### src/logic/tmr_pkg.sv
`default_nettype none
package tmr_pkg;
  // Register byte offsets
  localparam logic [7:0] TMR_OFS_MODE = 8'h00;
  localparam logic [7:0] TMR_OFS_CCC = 8'h04;
  localparam logic [7:0] TMR_OFS_OUTC = 8'h08;
  localparam logic [7:0] TMR_OFS_PRESC = 8'h0c;
  localparam logic [7:0] TMR_OFS_CMPA = 8'h10;
  localparam logic [7:0] TMR_OFS_CMPB = 8'h14;
  localparam logic [7:0] TMR_OFS_COUNT = 8'h18;
  // Field positions
  localparam int TMR_MODE_OVF = 0;
  localparam int TMR_MODE_LO = 2;
  localparam int TMR_CCC_CAPA = 0;
  localparam int TMR_CCC_CAPB = 1;
  localparam int TMR_CCC_BSRC = 2;
  localparam int TMR_OUTC_OE = 0;
  localparam int TMR_OUTC_OSE = 4;
  localparam int TMR_OUTC_SWT = 6;
  localparam int TMR_PRE_CLK = 0;
  localparam int TMR_PRE_ES = 4;
  localparam int TMR_PRE_ES2 = 6;
  // Reset values and constants
  localparam logic [15:0] TMR_CMP_RST = 16'h0000;
  localparam logic [15:0] TMR_CNT_MAX = 16'hffff;
  localparam logic [15:0] TMR_CNT_ONE = 16'h0001;
  localparam logic [15:0] TMR_CNT_ZERO = 16'h0000;
  localparam logic [3:0] TMR_DIV4 = 4'h3;
  localparam logic [3:0] TMR_DIV16 = 4'hf;
  localparam logic [3:0] TMR_DIV_ZERO = 4'h0;
  // Counting modes
  typedef enum logic [1:0] {
    TMR_STOP = 2'h0,
    TMR_FREE = 2'h1,
    TMR_EDGE_CLR = 2'h2,
    TMR_MATCH_CLR = 2'h3
  } tmr_mode_t;
  // Count clock sources
  typedef enum logic [1:0] {
    TMR_CK_FULL = 2'h0,
    TMR_CK_DIV4 = 2'h1,
    TMR_CK_DIV16 = 2'h2,
    TMR_CK_PIN = 2'h3
  } tmr_cksel_t;
  // One-shot pulse states
  typedef enum logic [2:0] {
    TMR_OS_IDLE = 3'b001,
    TMR_OS_WAIT = 3'b010,
    TMR_OS_ACT = 3'b100
  } tmr_os_t;
  // Latched AHB address phase
  typedef struct packed {
    logic wr;
    logic [7:0] addr;
  } tmr_aph_t;
endpackage
`default_nettype wire

### src/logic/tmr_oneshot.sv
// Overview of operation
// - Trigger-pin valid edge clears and starts counter in external one-shot mode.
// - With compare_b below compare_a: active at compare_b, inactive at compare_a.
// - With compare_b above compare_a: roles swap; software never sets them equal.
// - Edge select field bits 4-5 picks rising, falling or both edges.
// - Counter starts at once when mode field is written non-stop.
// - Start is unsynchronised to count clock; first match may slip one count.
// - Compare contents after stop are not guaranteed; nothing relies on them.
// - Software one-shot mode still restarts on trigger pin valid edges.
// - Overflow flag sets on wrap from maximum to zero in counting modes.
// - Clearing overflow flag before count reaches one is overridden.
// - Capture beats a coinciding read; that read's data is undefined.
// - Stopped timer ignores both trigger/capture pins.
// - One-shot works only in free-running and clear-on-edge modes.
// - Pin used as count clock performs no captures.
// - Capture latches on count clock fall; match signal on next rise.
// - Pin high after reset gives rising edge on first enable only.
// - Edges need two equal samples; fast clock for counting, prescaler for capture.
// - Software one-shot trigger clears, starts and launches a pulse.
// - Counter keeps running after a pulse until stop is written.
//
// Local design decisions: the register offsets and register access over AHB-Lite.
`timescale 1ns/1ps
`default_nettype none
module tmr_oneshot
  import tmr_pkg::*;
(
  // Clock and reset
  input wire logic hclk,
  input wire logic hresetn,
  // AHB-Lite slave
  input wire logic hsel,
  input wire logic [7:0] haddr,
  input wire logic [1:0] htrans,
  input wire logic hwrite,
  input wire logic [2:0] hsize,
  input wire logic [31:0] hwdata,
  input wire logic hready,
  output logic hreadyout,
  output logic hresp,
  output logic [31:0] hrdata,
  // Timer pins
  input wire logic trigger_input_pin,
  input wire logic second_capture_pin,
  output logic pulse_output_pin,
  // Match signals
  output logic match_a_interrupt,
  output logic match_b_interrupt
);

  // Valid edge decode: 00 falling, 01 rising, 11 both, 10 none
  function automatic logic valid_edge(input logic prev, input logic cur,
                                      input logic [1:0] sel);
    logic rise;
    logic fall;
    rise = cur & ~prev;
    fall = prev & ~cur;
    case (sel)
      2'h0: valid_edge = fall;
      2'h1: valid_edge = rise;
      2'h3: valid_edge = rise | fall;
      default: valid_edge = 1'b0;
    endcase
  endfunction

  // Two-sample filter step
  function automatic logic filt_step(input logic cur, input logic prev,
                                     input logic held);
    filt_step = (cur == prev) ? cur : held;
  endfunction

  // Register state
  tmr_mode_t mode;
  logic [2:0] ccc;
  logic [1:0] outc;
  logic [7:0] presc;
  logic [15:0] compare_a;
  logic [15:0] compare_b;
  logic [15:0] counter_value;
  logic overflow_flag;
  tmr_aph_t aph;
  logic aph_valid;

  // Bus decode
  wire logic bus_take = hsel & hready & htrans[1];
  wire logic wr_now = aph_valid & aph.wr;
  wire logic wr_mode = wr_now & (aph.addr == TMR_OFS_MODE);
  wire logic wr_ccc = wr_now & (aph.addr == TMR_OFS_CCC);
  wire logic wr_outc = wr_now & (aph.addr == TMR_OFS_OUTC);
  wire logic wr_presc = wr_now & (aph.addr == TMR_OFS_PRESC);
  wire logic wr_cmpa = wr_now & (aph.addr == TMR_OFS_CMPA);
  wire logic wr_cmpb = wr_now & (aph.addr == TMR_OFS_CMPB);
  wire tmr_mode_t wmode = tmr_mode_t'(hwdata[TMR_MODE_LO +: 2]);
  wire logic sw_trig = wr_outc & hwdata[TMR_OUTC_SWT];
  wire logic ovf_clr = wr_mode & ~hwdata[TMR_MODE_OVF];

  // Control decode
  wire logic running = (mode != TMR_STOP);
  wire tmr_cksel_t cksel = tmr_cksel_t'(presc[TMR_PRE_CLK +: 2]);
  wire logic [1:0] es_trig = presc[TMR_PRE_ES +: 2];
  wire logic [1:0] es_sec = presc[TMR_PRE_ES2 +: 2];
  wire logic pin_clk = (cksel == TMR_CK_PIN);
  // One-shot only in free-run and clear-on-edge modes
  wire logic os_mode = outc[1] & ((mode == TMR_FREE) | (mode == TMR_EDGE_CLR));

  // Pin synchronisers
  logic trig_s1;
  logic trig_s2;
  logic sec_s1;
  logic sec_s2;
  always_ff @(posedge hclk or negedge hresetn) begin
    if (!hresetn) begin
      trig_s1 <= 1'b0;
      trig_s2 <= 1'b0;
      sec_s1 <= 1'b0;
      sec_s2 <= 1'b0;
    end else begin
      trig_s1 <= trigger_input_pin;
      trig_s2 <= trig_s1;
      sec_s1 <= second_capture_pin;
      sec_s2 <= sec_s1;
    end
  end

  // Prescaler runs free, so a start lands anywhere in a count period
  logic [3:0] div;
  wire logic [3:0] div_top = (cksel == TMR_CK_DIV4) ? TMR_DIV4 :
                             (cksel == TMR_CK_DIV16) ? TMR_DIV16 : TMR_DIV_ZERO;
  wire logic div_wrap = (div >= div_top);
  wire logic [3:0] div_half = {1'b0, div_top[3:1]};
  wire logic pre_rise = div_wrap;
  wire logic pre_fall = (div == div_half);
  always_ff @(posedge hclk or negedge hresetn) begin
    if (!hresetn)
      div <= TMR_DIV_ZERO;
    else
      div <= div_wrap ? TMR_DIV_ZERO : div + 4'h1;
  end

  // Sample strobe: fast clock for pin counting, prescaler for capture
  wire logic samp = pin_clk ? 1'b1 : pre_rise;
  logic trig_prev;
  logic trig_filt;
  logic trig_filt_q;
  logic sec_prev;
  logic sec_filt;
  logic sec_filt_q;
  logic seen_run;
  // Filters wait for the first enable, then track the pins
  wire logic filt_on = running | seen_run;
  always_ff @(posedge hclk or negedge hresetn) begin
    if (!hresetn) begin
      trig_prev <= 1'b0;
      trig_filt <= 1'b0;
      trig_filt_q <= 1'b0;
      sec_prev <= 1'b0;
      sec_filt <= 1'b0;
      sec_filt_q <= 1'b0;
      seen_run <= 1'b0;
    end else begin
      seen_run <= seen_run | running;
      trig_filt_q <= trig_filt;
      sec_filt_q <= sec_filt;
      if (filt_on & samp) begin
        trig_prev <= trig_s2;
        trig_filt <= filt_step(trig_s2, trig_prev, trig_filt);
        sec_prev <= sec_s2;
        sec_filt <= filt_step(sec_s2, sec_prev, sec_filt);
      end
    end
  end

  wire logic trig_edge = running & valid_edge(trig_filt_q, trig_filt, es_trig);
  wire logic sec_edge = running & valid_edge(sec_filt_q, sec_filt, es_sec);
  // Count tick from prescaler or pin edge
  wire logic tick = running & (pin_clk ? trig_edge : pre_rise);
  // No capture from the pin that is the count clock
  wire logic cap_trig = trig_edge & ~pin_clk;
  // External trigger; honoured in software mode as well
  wire logic ext_trig = os_mode & cap_trig;
  wire logic os_start = os_mode & (sw_trig | ext_trig);
  wire logic edge_clr = (mode == TMR_EDGE_CLR) & cap_trig;

  // Match detection at count clock rise
  wire logic hit_a = tick & (counter_value == compare_a);
  wire logic hit_b = tick & (counter_value == compare_b);
  wire logic wrap = tick & (counter_value == TMR_CNT_MAX);
  wire logic match_clr = (mode == TMR_MATCH_CLR) & hit_a;

  // Counter runs as soon as mode is non-stop
  // Keeps running after a pulse until stopped
  always_ff @(posedge hclk or negedge hresetn) begin
    if (!hresetn)
      counter_value <= TMR_CNT_ZERO;
    else if (!running)
      counter_value <= TMR_CNT_ZERO;
    else if (os_start | edge_clr | match_clr)
      counter_value <= TMR_CNT_ZERO;
    else if (tick)
      counter_value <= counter_value + TMR_CNT_ONE;
  end

  // Overflow on wrap; re-set while count still zero after wrap
  logic wrap_pend;
  wire logic ovf_set = wrap | (wrap_pend & ovf_clr);
  always_ff @(posedge hclk or negedge hresetn) begin
    if (!hresetn) begin
      wrap_pend <= 1'b0;
      overflow_flag <= 1'b0;
    end else begin
      wrap_pend <= wrap | (wrap_pend & ~tick & running);
      overflow_flag <= ovf_set | (overflow_flag & ~ovf_clr);
    end
  end

  // Capture requests latched, taken on count clock fall
  logic cap_a_req;
  logic cap_b_req;
  logic [15:0] cap_a_val;
  logic [15:0] cap_b_val;
  wire logic b_edge = ccc[TMR_CCC_BSRC] ? cap_trig : sec_edge;
  wire logic fall = running & pre_fall;
  wire logic cap_a_do = fall & cap_a_req;
  wire logic cap_b_do = fall & cap_b_req;
  always_ff @(posedge hclk or negedge hresetn) begin
    if (!hresetn) begin
      cap_a_req <= 1'b0;
      cap_b_req <= 1'b0;
      cap_a_val <= TMR_CNT_ZERO;
      cap_b_val <= TMR_CNT_ZERO;
    end else begin
      if (cap_trig & ccc[TMR_CCC_CAPA]) begin
        cap_a_req <= 1'b1;
        cap_a_val <= counter_value;
      end else if (cap_a_do | ~running) begin
        cap_a_req <= 1'b0;
      end
      if (b_edge & ccc[TMR_CCC_CAPB]) begin
        cap_b_req <= 1'b1;
        cap_b_val <= counter_value;
      end else if (cap_b_do | ~running) begin
        cap_b_req <= 1'b0;
      end
    end
  end

  // Compare registers; capture wins over a write or read
  // Contents after stop carry no promise
  always_ff @(posedge hclk or negedge hresetn) begin
    if (!hresetn) begin
      compare_a <= TMR_CMP_RST;
      compare_b <= TMR_CMP_RST;
    end else begin
      if (cap_a_do)
        compare_a <= cap_a_val;
      else if (wr_cmpa)
        compare_a <= hwdata[15:0];
      if (cap_b_do)
        compare_b <= cap_b_val;
      else if (wr_cmpb)
        compare_b <= hwdata[15:0];
    end
  end

  // Match or capture signal on the next count clock rise
  logic cap_a_note;
  logic cap_b_note;
  always_ff @(posedge hclk or negedge hresetn) begin
    if (!hresetn) begin
      cap_a_note <= 1'b0;
      cap_b_note <= 1'b0;
      match_a_interrupt <= 1'b0;
      match_b_interrupt <= 1'b0;
    end else begin
      cap_a_note <= (cap_a_note | cap_a_do) & ~(pre_rise & cap_a_note) & running;
      cap_b_note <= (cap_b_note | cap_b_do) & ~(pre_rise & cap_b_note) & running;
      match_a_interrupt <= (hit_a & ~ccc[TMR_CCC_CAPA]) | (pre_rise & cap_a_note);
      match_b_interrupt <= (hit_b & ~ccc[TMR_CCC_CAPB]) | (pre_rise & cap_b_note);
    end
  end

  // Lower compare turns output on, higher turns it off
  wire logic b_first = (compare_b < compare_a);
  wire logic hit_on = b_first ? hit_b : hit_a;
  wire logic hit_off = b_first ? hit_a : hit_b;
  tmr_os_t os_state;
  tmr_os_t next_os_state;
  always_comb begin
    next_os_state = os_state;
    case (os_state)
      TMR_OS_IDLE: begin
        if (os_start)
          next_os_state = TMR_OS_WAIT;
      end
      TMR_OS_WAIT: begin
        if (!os_mode)
          next_os_state = TMR_OS_IDLE;
        else if (hit_on)
          next_os_state = TMR_OS_ACT;
      end
      TMR_OS_ACT: begin
        if (!os_mode || hit_off)
          next_os_state = TMR_OS_IDLE;
      end
      default: next_os_state = TMR_OS_IDLE;
    endcase
  end

  // Output inactive unless a pulse is running and output enabled
  always_ff @(posedge hclk or negedge hresetn) begin
    if (!hresetn) begin
      os_state <= TMR_OS_IDLE;
      pulse_output_pin <= 1'b0;
    end else begin
      os_state <= next_os_state;
      pulse_output_pin <= outc[0] & (next_os_state == TMR_OS_ACT);
    end
  end

  // Control registers; software trigger bit is a strobe only
  always_ff @(posedge hclk or negedge hresetn) begin
    if (!hresetn) begin
      mode <= TMR_STOP;
      ccc <= 3'h0;
      outc <= 2'h0;
      presc <= 8'h00;
    end else begin
      if (wr_mode)
        mode <= wmode;
      if (wr_ccc)
        ccc <= hwdata[2:0];
      if (wr_outc)
        outc <= {hwdata[TMR_OUTC_OSE], hwdata[TMR_OUTC_OE]};
      if (wr_presc)
        presc <= hwdata[7:0];
    end
  end

  // Read mux for address phase
  wire logic [31:0] rd_mux =
    (haddr == TMR_OFS_MODE) ? {28'h0, mode, 1'b0, overflow_flag} :
    (haddr == TMR_OFS_CCC) ? {29'h0, ccc} :
    (haddr == TMR_OFS_OUTC) ? {27'h0, outc[1], 3'h0, outc[0]} :
    (haddr == TMR_OFS_PRESC) ? {24'h0, presc} :
    (haddr == TMR_OFS_CMPA) ? {16'h0, compare_a} :
    (haddr == TMR_OFS_CMPB) ? {16'h0, compare_b} :
    (haddr == TMR_OFS_COUNT) ? {16'h0, counter_value} : 32'h0;

  // AHB address phase capture and read data
  always_ff @(posedge hclk or negedge hresetn) begin
    if (!hresetn) begin
      aph <= '0;
      aph_valid <= 1'b0;
      hrdata <= 32'h0;
    end else begin
      aph_valid <= bus_take;
      aph <= tmr_aph_t'{wr: hwrite, addr: haddr};
      if (bus_take & ~hwrite)
        hrdata <= rd_mux;
    end
  end

  // Zero wait states, always OKAY
  assign hreadyout = 1'b1;
  assign hresp = 1'b0;

endmodule
`default_nettype wire

### config.mk
export PLATFORM = sky130hd
export DESIGN_NAME = tmr_oneshot
export DESIGN_NICKNAME = d
export VERILOG_FILES = /design/src/logic/tmr_pkg.sv /design/src/logic/tmr_oneshot.sv
export SDC_FILE = /design/constraint.sdc
export NUM_CORES = 1
export LEC_CHECK = 0
export ABC_AREA = 1
export BUFFER_PORTS_ARGS = -buffer_cell sky130_fd_sc_hd__buf_2
export CAP_MARGIN = 10
export CORE_ASPECT_RATIO = 1.25
export CORE_UTILIZATION = 60
export CTS_CLUSTER_DIAMETER = 80
export DETAILED_ROUTE_END_ITERATION = 10
export GPL_ROUTABILITY_DRIVEN = 0
export PLACE_DENSITY = 0.81
export SYNTH_ARGS = -nofsm -noshare
export SYNTH_HDL_FRONTEND = slang
export SYNTH_SLANG_ARGS = --single-unit
### constraint.sdc
create_clock -name hclk -period 3.8 [get_ports hclk]
set_clock_uncertainty 0.15 [all_clocks]
set_input_delay 0.57 -clock hclk [delete_from_list [all_inputs] [get_ports hclk]]
set_output_delay 0.57 -clock hclk [all_outputs]
set_load 0.01 [all_outputs]
# Word level (Yosys, flattened, before mapping)
# Index checks and enable logic that the tools add are counted.
[word_totals]
elab_cells = 194
regBits = 164
[op_classes]
n_reduce_logical = 13
n_addsub = 2
muxes = 33
order_cmp = 2
n_bitwise = 77
n_eq_ne = 32
[op_table]
columns = ["op", "count"]
rows = [
  ["16-bit two-way mux", 14],
  ["1-bit AND", 47],
  ["8-bit by 5-bit equality test with 1-bit output, second input constant", 5],
  ["16-bit equality test", 2],
  ["8-bit by 4-bit equality test with 1-bit output, second input constant", 4],
  ["16-bit by 1-bit adder with 16-bit output, second input constant", 1],
  ["16-bit equality test, second input constant", 1],
  ["8-bit by 3-bit equality test with 1-bit output, second input constant", 2],
  ["8-bit zero test", 2],
  ["16-bit less-than comparator", 1],
  ["1-bit bitwise OR", 16],
  ["1-bit inverter", 14],
  ["2-bit equality test, second input constant", 6],
  ["3-bit two-way mux", 4],
  ["4-bit two-way mux", 3],
  ["2-bit nonzero test", 5],
  ["1-bit two-way mux", 9],
  ["3-bit case mux with 3 select lines", 1],
  ["2-bit by 1-bit equality test with 1-bit output, second input constant", 4],
  ["3-bit equality test, second input constant", 2],
  ["1-bit case mux with 3 select lines", 2],
  ["4-bit by 1-bit adder with 4-bit output, second input constant", 1],
  ["4-bit by 3-bit equality test with 1-bit output", 1],
  ["4-bit greater-or-equal comparator", 1],
  ["8 further kinds", 11],
]

# Depth between registers and ports, before layout
[logic_depth]
depth_word = 14
mapped_depth = 15
ltp_nobuf = 15

# Worst setup path before layout
# No wires, ideal clock.
[synth_path]
path_kind = "register -> register"
start = "register presc[0]"
end = "register counter_value[11]"
path_buffers = 1
path_slack_ns = 1.587
t_arrival_ns = 1.945
t_required_ns = 3.532
synth_period_minus_slack_ns = 2.213
setup_ns = 0.118
path_stages_with_launch = 14
path_cell_list = "dfrtp_1 > inv_1 > ha_1 > ha_1 > inv_1 > o21bai_1 > nand2_1 > nand4_2 > nand3_2 > nor2_4 > nand2_4 > nand2_4 > buf_8 > nor2_1"
[synth_between]
elab_chain_cells = 11
word_cells_on_any_way = 21
cone_classes = "order compare (1); eq/ne (4); mux (5); bitwise (11)"
[synth_lines]
columns = ["item", "line_no", "text"]
rows = [
  ["start, declared", "tmr_oneshot.sv:76", "logic [7:0] presc;"],
  ["start signal, assigned", "tmr_oneshot.sv:335", "presc <= hwdata[7:0];"],
  ["2-bit equality test", "tmr_oneshot.sv:128", "(cksel == TMR_CK_DIV16) ? TMR_DIV16 : TMR_DIV_ZERO;"],
  ["4-bit two-way mux", "tmr_oneshot.sv:128", ""],
  ["4-bit two-way mux", "tmr_oneshot.sv:127", "wire logic [3:0] div_top = (cksel == TMR_CK_DIV4) ? TMR_DIV4 :"],
  ["4-bit greater-or-equal comparator", "tmr_oneshot.sv:129", "wire logic div_wrap = (div >= div_top);"],
  ["1-bit two-way mux", "tmr_oneshot.sv:176", "wire logic tick = running & (pin_clk ? trig_edge : pre_rise);"],
  ["1-bit AND", "tmr_oneshot.sv:176", ""],
  ["1-bit AND", "tmr_oneshot.sv:185", "wire logic hit_a = tick & (counter_value == compare_a);"],
  ["1-bit AND", "tmr_oneshot.sv:188", "wire logic match_clr = (mode == TMR_MATCH_CLR) & hit_a;"],
  ["1-bit bitwise OR", "tmr_oneshot.sv:197", "else if (os_start | edge_clr | match_clr)"],
  ["16-bit two-way mux", "tmr_oneshot.sv:197", ""],
  ["16-bit two-way mux", "tmr_oneshot.sv:195", "else if (!running)"],
  ["end signal, assigned", "tmr_oneshot.sv:200", "counter_value <= counter_value + TMR_CNT_ONE;"],
  ["end, declared", "tmr_oneshot.sv:79", "logic [15:0] counter_value;"],
]
# Several ways; a longest one is shown, not always the timed one.
# A chain may end at the register's enable or synchronous reset.

# Worst setup path in the final report
[layout_path]
start = "register presc[0]"
end = "register compare_b[4]"
[layout_between]
elab_chain_cells = 7
word_cells_on_any_way = 9
cone_classes = "eq/ne (3); mux (3); bitwise (2); reduce/logical (1)"
[layout_lines]
columns = ["item", "line_no", "text"]
rows = [
  ["2-bit equality test", "tmr_oneshot.sv:128", ""],
  ["4-bit two-way mux", "tmr_oneshot.sv:128", ""],
  ["4-bit two-way mux (*)", "tmr_oneshot.sv:127", ""],
  ["4-bit by 3-bit equality test with 1-bit output (*)", "tmr_oneshot.sv:132", "wire logic pre_fall = (div == div_half);"],
  ["1-bit AND (*)", "tmr_oneshot.sv:222", "wire logic fall = running & pre_fall;"],
  ["1-bit AND (*)", "tmr_oneshot.sv:224", "wire logic cap_b_do = fall & cap_b_req;"],
  ["16-bit two-way mux / 2-bit nonzero test (equally long branches)", "-", ""],
  ["end signal, assigned", "tmr_oneshot.sv:259", "compare_b <= cap_b_val;"],
  ["end signal, assigned", "tmr_oneshot.sv:261", "compare_b <= hwdata[15:0];"],
  ["end, declared", "tmr_oneshot.sv:78", "logic [15:0] compare_b;"],
]
# Every way passes the cells marked *; elsewhere a longest branch is shown, timed or not.

==> summary.txt <==
Status
  • Status: finished with violations
  • Failing checks: negative hold slack

STA
  • Minimum clock period after layout: between 2 and 3 ns
  • Final hold vios: 5
  • WHS: -0.0162 ns
  • Worst Tran Pin Value: around 1 ns
  • Fin. max-slew vios: 0
  • Tcrit/Tclk final: 0.741
  • RSZ-0062 raised after global routing: no
  • Final setup viols: 0
  • Max-slew headroom: 0.314
  • F_max: between 0.3 and 0.4 GHz
  • Slack of the critical path: 0.984 ns
  • Setup TNS: 0 ns

Logic synthesis
  • Sequential area share after synthesis: 0.468
  • Library cells used by synthesis: 48
  • Synth async-reset ratio: 1.00
  • Yosys synthesis warning count: 0
  • Post-Syn Area: around 7900 µm²
  • Mapped Avg Cell Area: around 8.2 µm²
  • Post-synth EDFFs: 0
  • FF+latch count, synth: between 100 and 150
  • Top_reg_cell synth: dfrtp_1
  • Synthesized instance count: approximately 970

Power
  • Total power: ~5.2 mW
  • Maximum vdd drop: 0.336 mV
  • Static leakage: between 4 and 5 nW
  • P per Cell Area: between 500 and 600 nW/µm²

Global routing
  • Total grt overflow: 0
  • Vias in the first global route: approximately 6600
  • Global-route wire length before repair: about 33000 µm
  • Total global-route track usage: 0.315
  • Largest net degree at the start of global routing: between 70 and 80
  • Initial antenna violation count: 0

Cells and area
  • Inserted Diodes: 0
  • Commonest non-fill, non-tap cell in the layout: nand2_1
  • Final Net Count: 1098
  • Post-Layout Cell Count: around 1200
  • Share of cells above drive strength 1: 0.124
  • Most frequent cells in the layout: nand2_1 (257), dfrtp_1 (147), inv_1 (100)
  • Design Area, Final: 8790 µm²
  • Syn-to-layout area delta: 11.0%

Die
  • I/O Pins: 89
  • Die width: between 100 and 150 µm
  • Die area: about 14000 µm²
  • FP Rows: between 40 and 50
  • DIE HEIGHT: between 100 and 150 µm
  • CORE AREA: 12800 µm²
  • Initial Util: 0.620

Drt
  • Via Count: 6936
  • Detail Route Antenna Nets: 0
  • Drt wl/cell: around 17 µm
  • Vias/cell: 5.79
  • Initial drt markers: 630
  • Residual DRC: 0
  • DRT Pass-1 Iters: 6
  • Final WL: between 20000 and 25000 µm

Critical path
  • Critical Path AT: ~3 ns
  • Crit path launch type: flop
  • Critical path class: reg2reg
  • CP endpoint kind: flop
  • Worst Path Required: 3.94 ns
  • Crit path max fanout: 26

Place
  • Placed insts: 1165
  • Area post-placement: about 8200 µm²
  • IO buf count: 50
  • Final HPWL DP: ~14000 µm
  • Pre-CTS setup slack: between 1 and 1.5 ns

Clocking
  • Post CTS Setup Buffer Count: 0
  • CTS H-Tree Depth: 4
  • CTS resizes: 0
  • Total CTS buffers: 17
  • Worst-path clk slew: roughly 0.06 ns
  • Clock buffer depth: 2
  • Clk_lat worst skew: between 0.4 and 0.5 ns
  • CTS tree: built
  • Clk root buf: clkbuf_16
  • Clock sinks: roughly 150
  • Cts hold-fix bufs: 0

Min path
  • Min-delay worst type: in2async

Job
  • Max-cap violations: 0
==> logic make-up after synthesis <==
| kind of cell | Yosys count | share of synthesized area |
|---|---|---|
| compound gates | 188 | 0.135 |
| buf+inv | 159 | 0.0939 |
| simple gates | 420 | 0.228 |
| fa+ha+maj | 30 | 0.0474 |
| xor+xnor | 24 | 0.0266 |
| flops | 148 | 0.468 |
| other cells | 2 | 0.000949 |
==> cells in the mapped netlist (2+ instances only) <==
library cell | n | area share
nand2_1 | 257 | 0.12
dfrtp_1 | 147 | 0.46
inv_1 | 100 | 0.047
o21ai_0 | 94 | 0.059
nor2_1 | 81 | 0.038
nand3_1 | 34 | 0.021
a21oi_1 | 33 | 0.021
ha_1 | 30 | 0.047
o22ai_1 | 27 | 0.021
buf_4 | 26 | 0.025
xor2_1 | 22 | 0.024
nor3_1 | 11 | 0.0070
a31oi_1 | 10 | 0.0079
buf_2 | 10 | 0.0063
inv_2 | 9 | 0.0043
clkbuf_1 | 8 | 0.0038
nand4_1 | 8 | 0.0063
o311ai_0 | 8 | 0.0089
nand2_4 | 4 | 0.0057
nor2_4 | 4 | 0.0057
nor2_2 | 3 | 0.0024
nor3_2 | 3 | 0.0038
nor4_1 | 3 | 0.0024
o221ai_1 | 3 | 0.0033
a211oi_1 | 2 | 0.0019
a21oi_2 | 2 | 0.0022
buf_8 | 2 | 0.0038
conb_1 | 2 | 0.00095
inv_4 | 2 | 0.0016
nand2_2 | 2 | 0.0016
nand3_2 | 2 | 0.0025
nand4_2 | 2 | 0.0032
nor3b_1 | 2 | 0.0019
o21a_1 | 2 | 0.0019
o31ai_1 | 2 | 0.0019
xnor2_1 | 2 | 0.0022
==> sequential cells by signal (all words and copies together), names as in the netlist, 3 cells and up <==
signal / cells
cap_a_val: 16
cap_b_val: 16
compare_a: 16
compare_b: 16
counter_value: 16
hrdata: 16
aph: 9
presc: 8
div: 4
ccc: 3
os_state: 3
==> path summary, 6_finish.rpt <==
path	from	endpoint	slack [ns]	depth (start not counted)
min reg2reg	sec_s1	sec_s2	0.20	0
min in group hclk	second_capture_pin	sec_s1	0.08	1
min	hresetn	div[0]	-0.02	1
max reg2reg	presc[0]	compare_b[4]	0.98	12
max in group asynchronous	hresetn	counter_value[2]	2.67	2
max	presc[0]	compare_b[4]	0.98	12
==> per-stage QoR <==
step           hold WS (ns)   util
6_report            -0.0162  0.688
3_5_place_dp          0.187  0.641
2_1_floorplan         0.124      -
3_3_place_gp          0.182  0.641
5_1_grt              0.0488  0.688
4_1_cts              0.0170  0.688
==> routing by layer <==
metal | part of all wire | vias up | wire length (µm) | global-route usage
met1 | 0.41 | 3280 | 8240 | 0.394
met5 | 0 | - | 0 | 0
li1 | - | 3235 | - | -
met2 | 0.47 | 338 | 9450 | 0.519
met3 | 0.072 | 83 | 1440 | 0.0625
met4 | 0.046 | 0 | 919 | 0.178
==> worst max-delay path, cell delays in order, from the launching register on <==
cell and delay, ns:
dfrtp_1 0.41, inv_1 0.07, ha_1 0.30, inv_1 0.04
ha_1 0.30, nand4_2 0.17, nor2_4 0.11, buf_4 0.34
inv_4 0.14, nand2_4 0.24, inv_2 0.16, nand2_1 0.10
o311ai_0 0.11
==> final cells by class <==
cell class	instances	area [µm²]
Fill cell	1047	3990
Clock buffer	19	443
Sequential cell	148	3700
Multi-Input combinational cell	680	3530
Tap cell	168	210
Inverter	111	422
Clock inverter	13	158
Timing Repair Buffer	58	317
==> report_power, final <==
group          switching (mW)  total [mW]  leakage, nW  internal, mW
combinational           0.897        1.41         2.26         0.509
sequential              0.267        2.11         1.85          1.84
clock                   0.676        1.72        0.285          1.05
(Power assumes the default switching activity.)
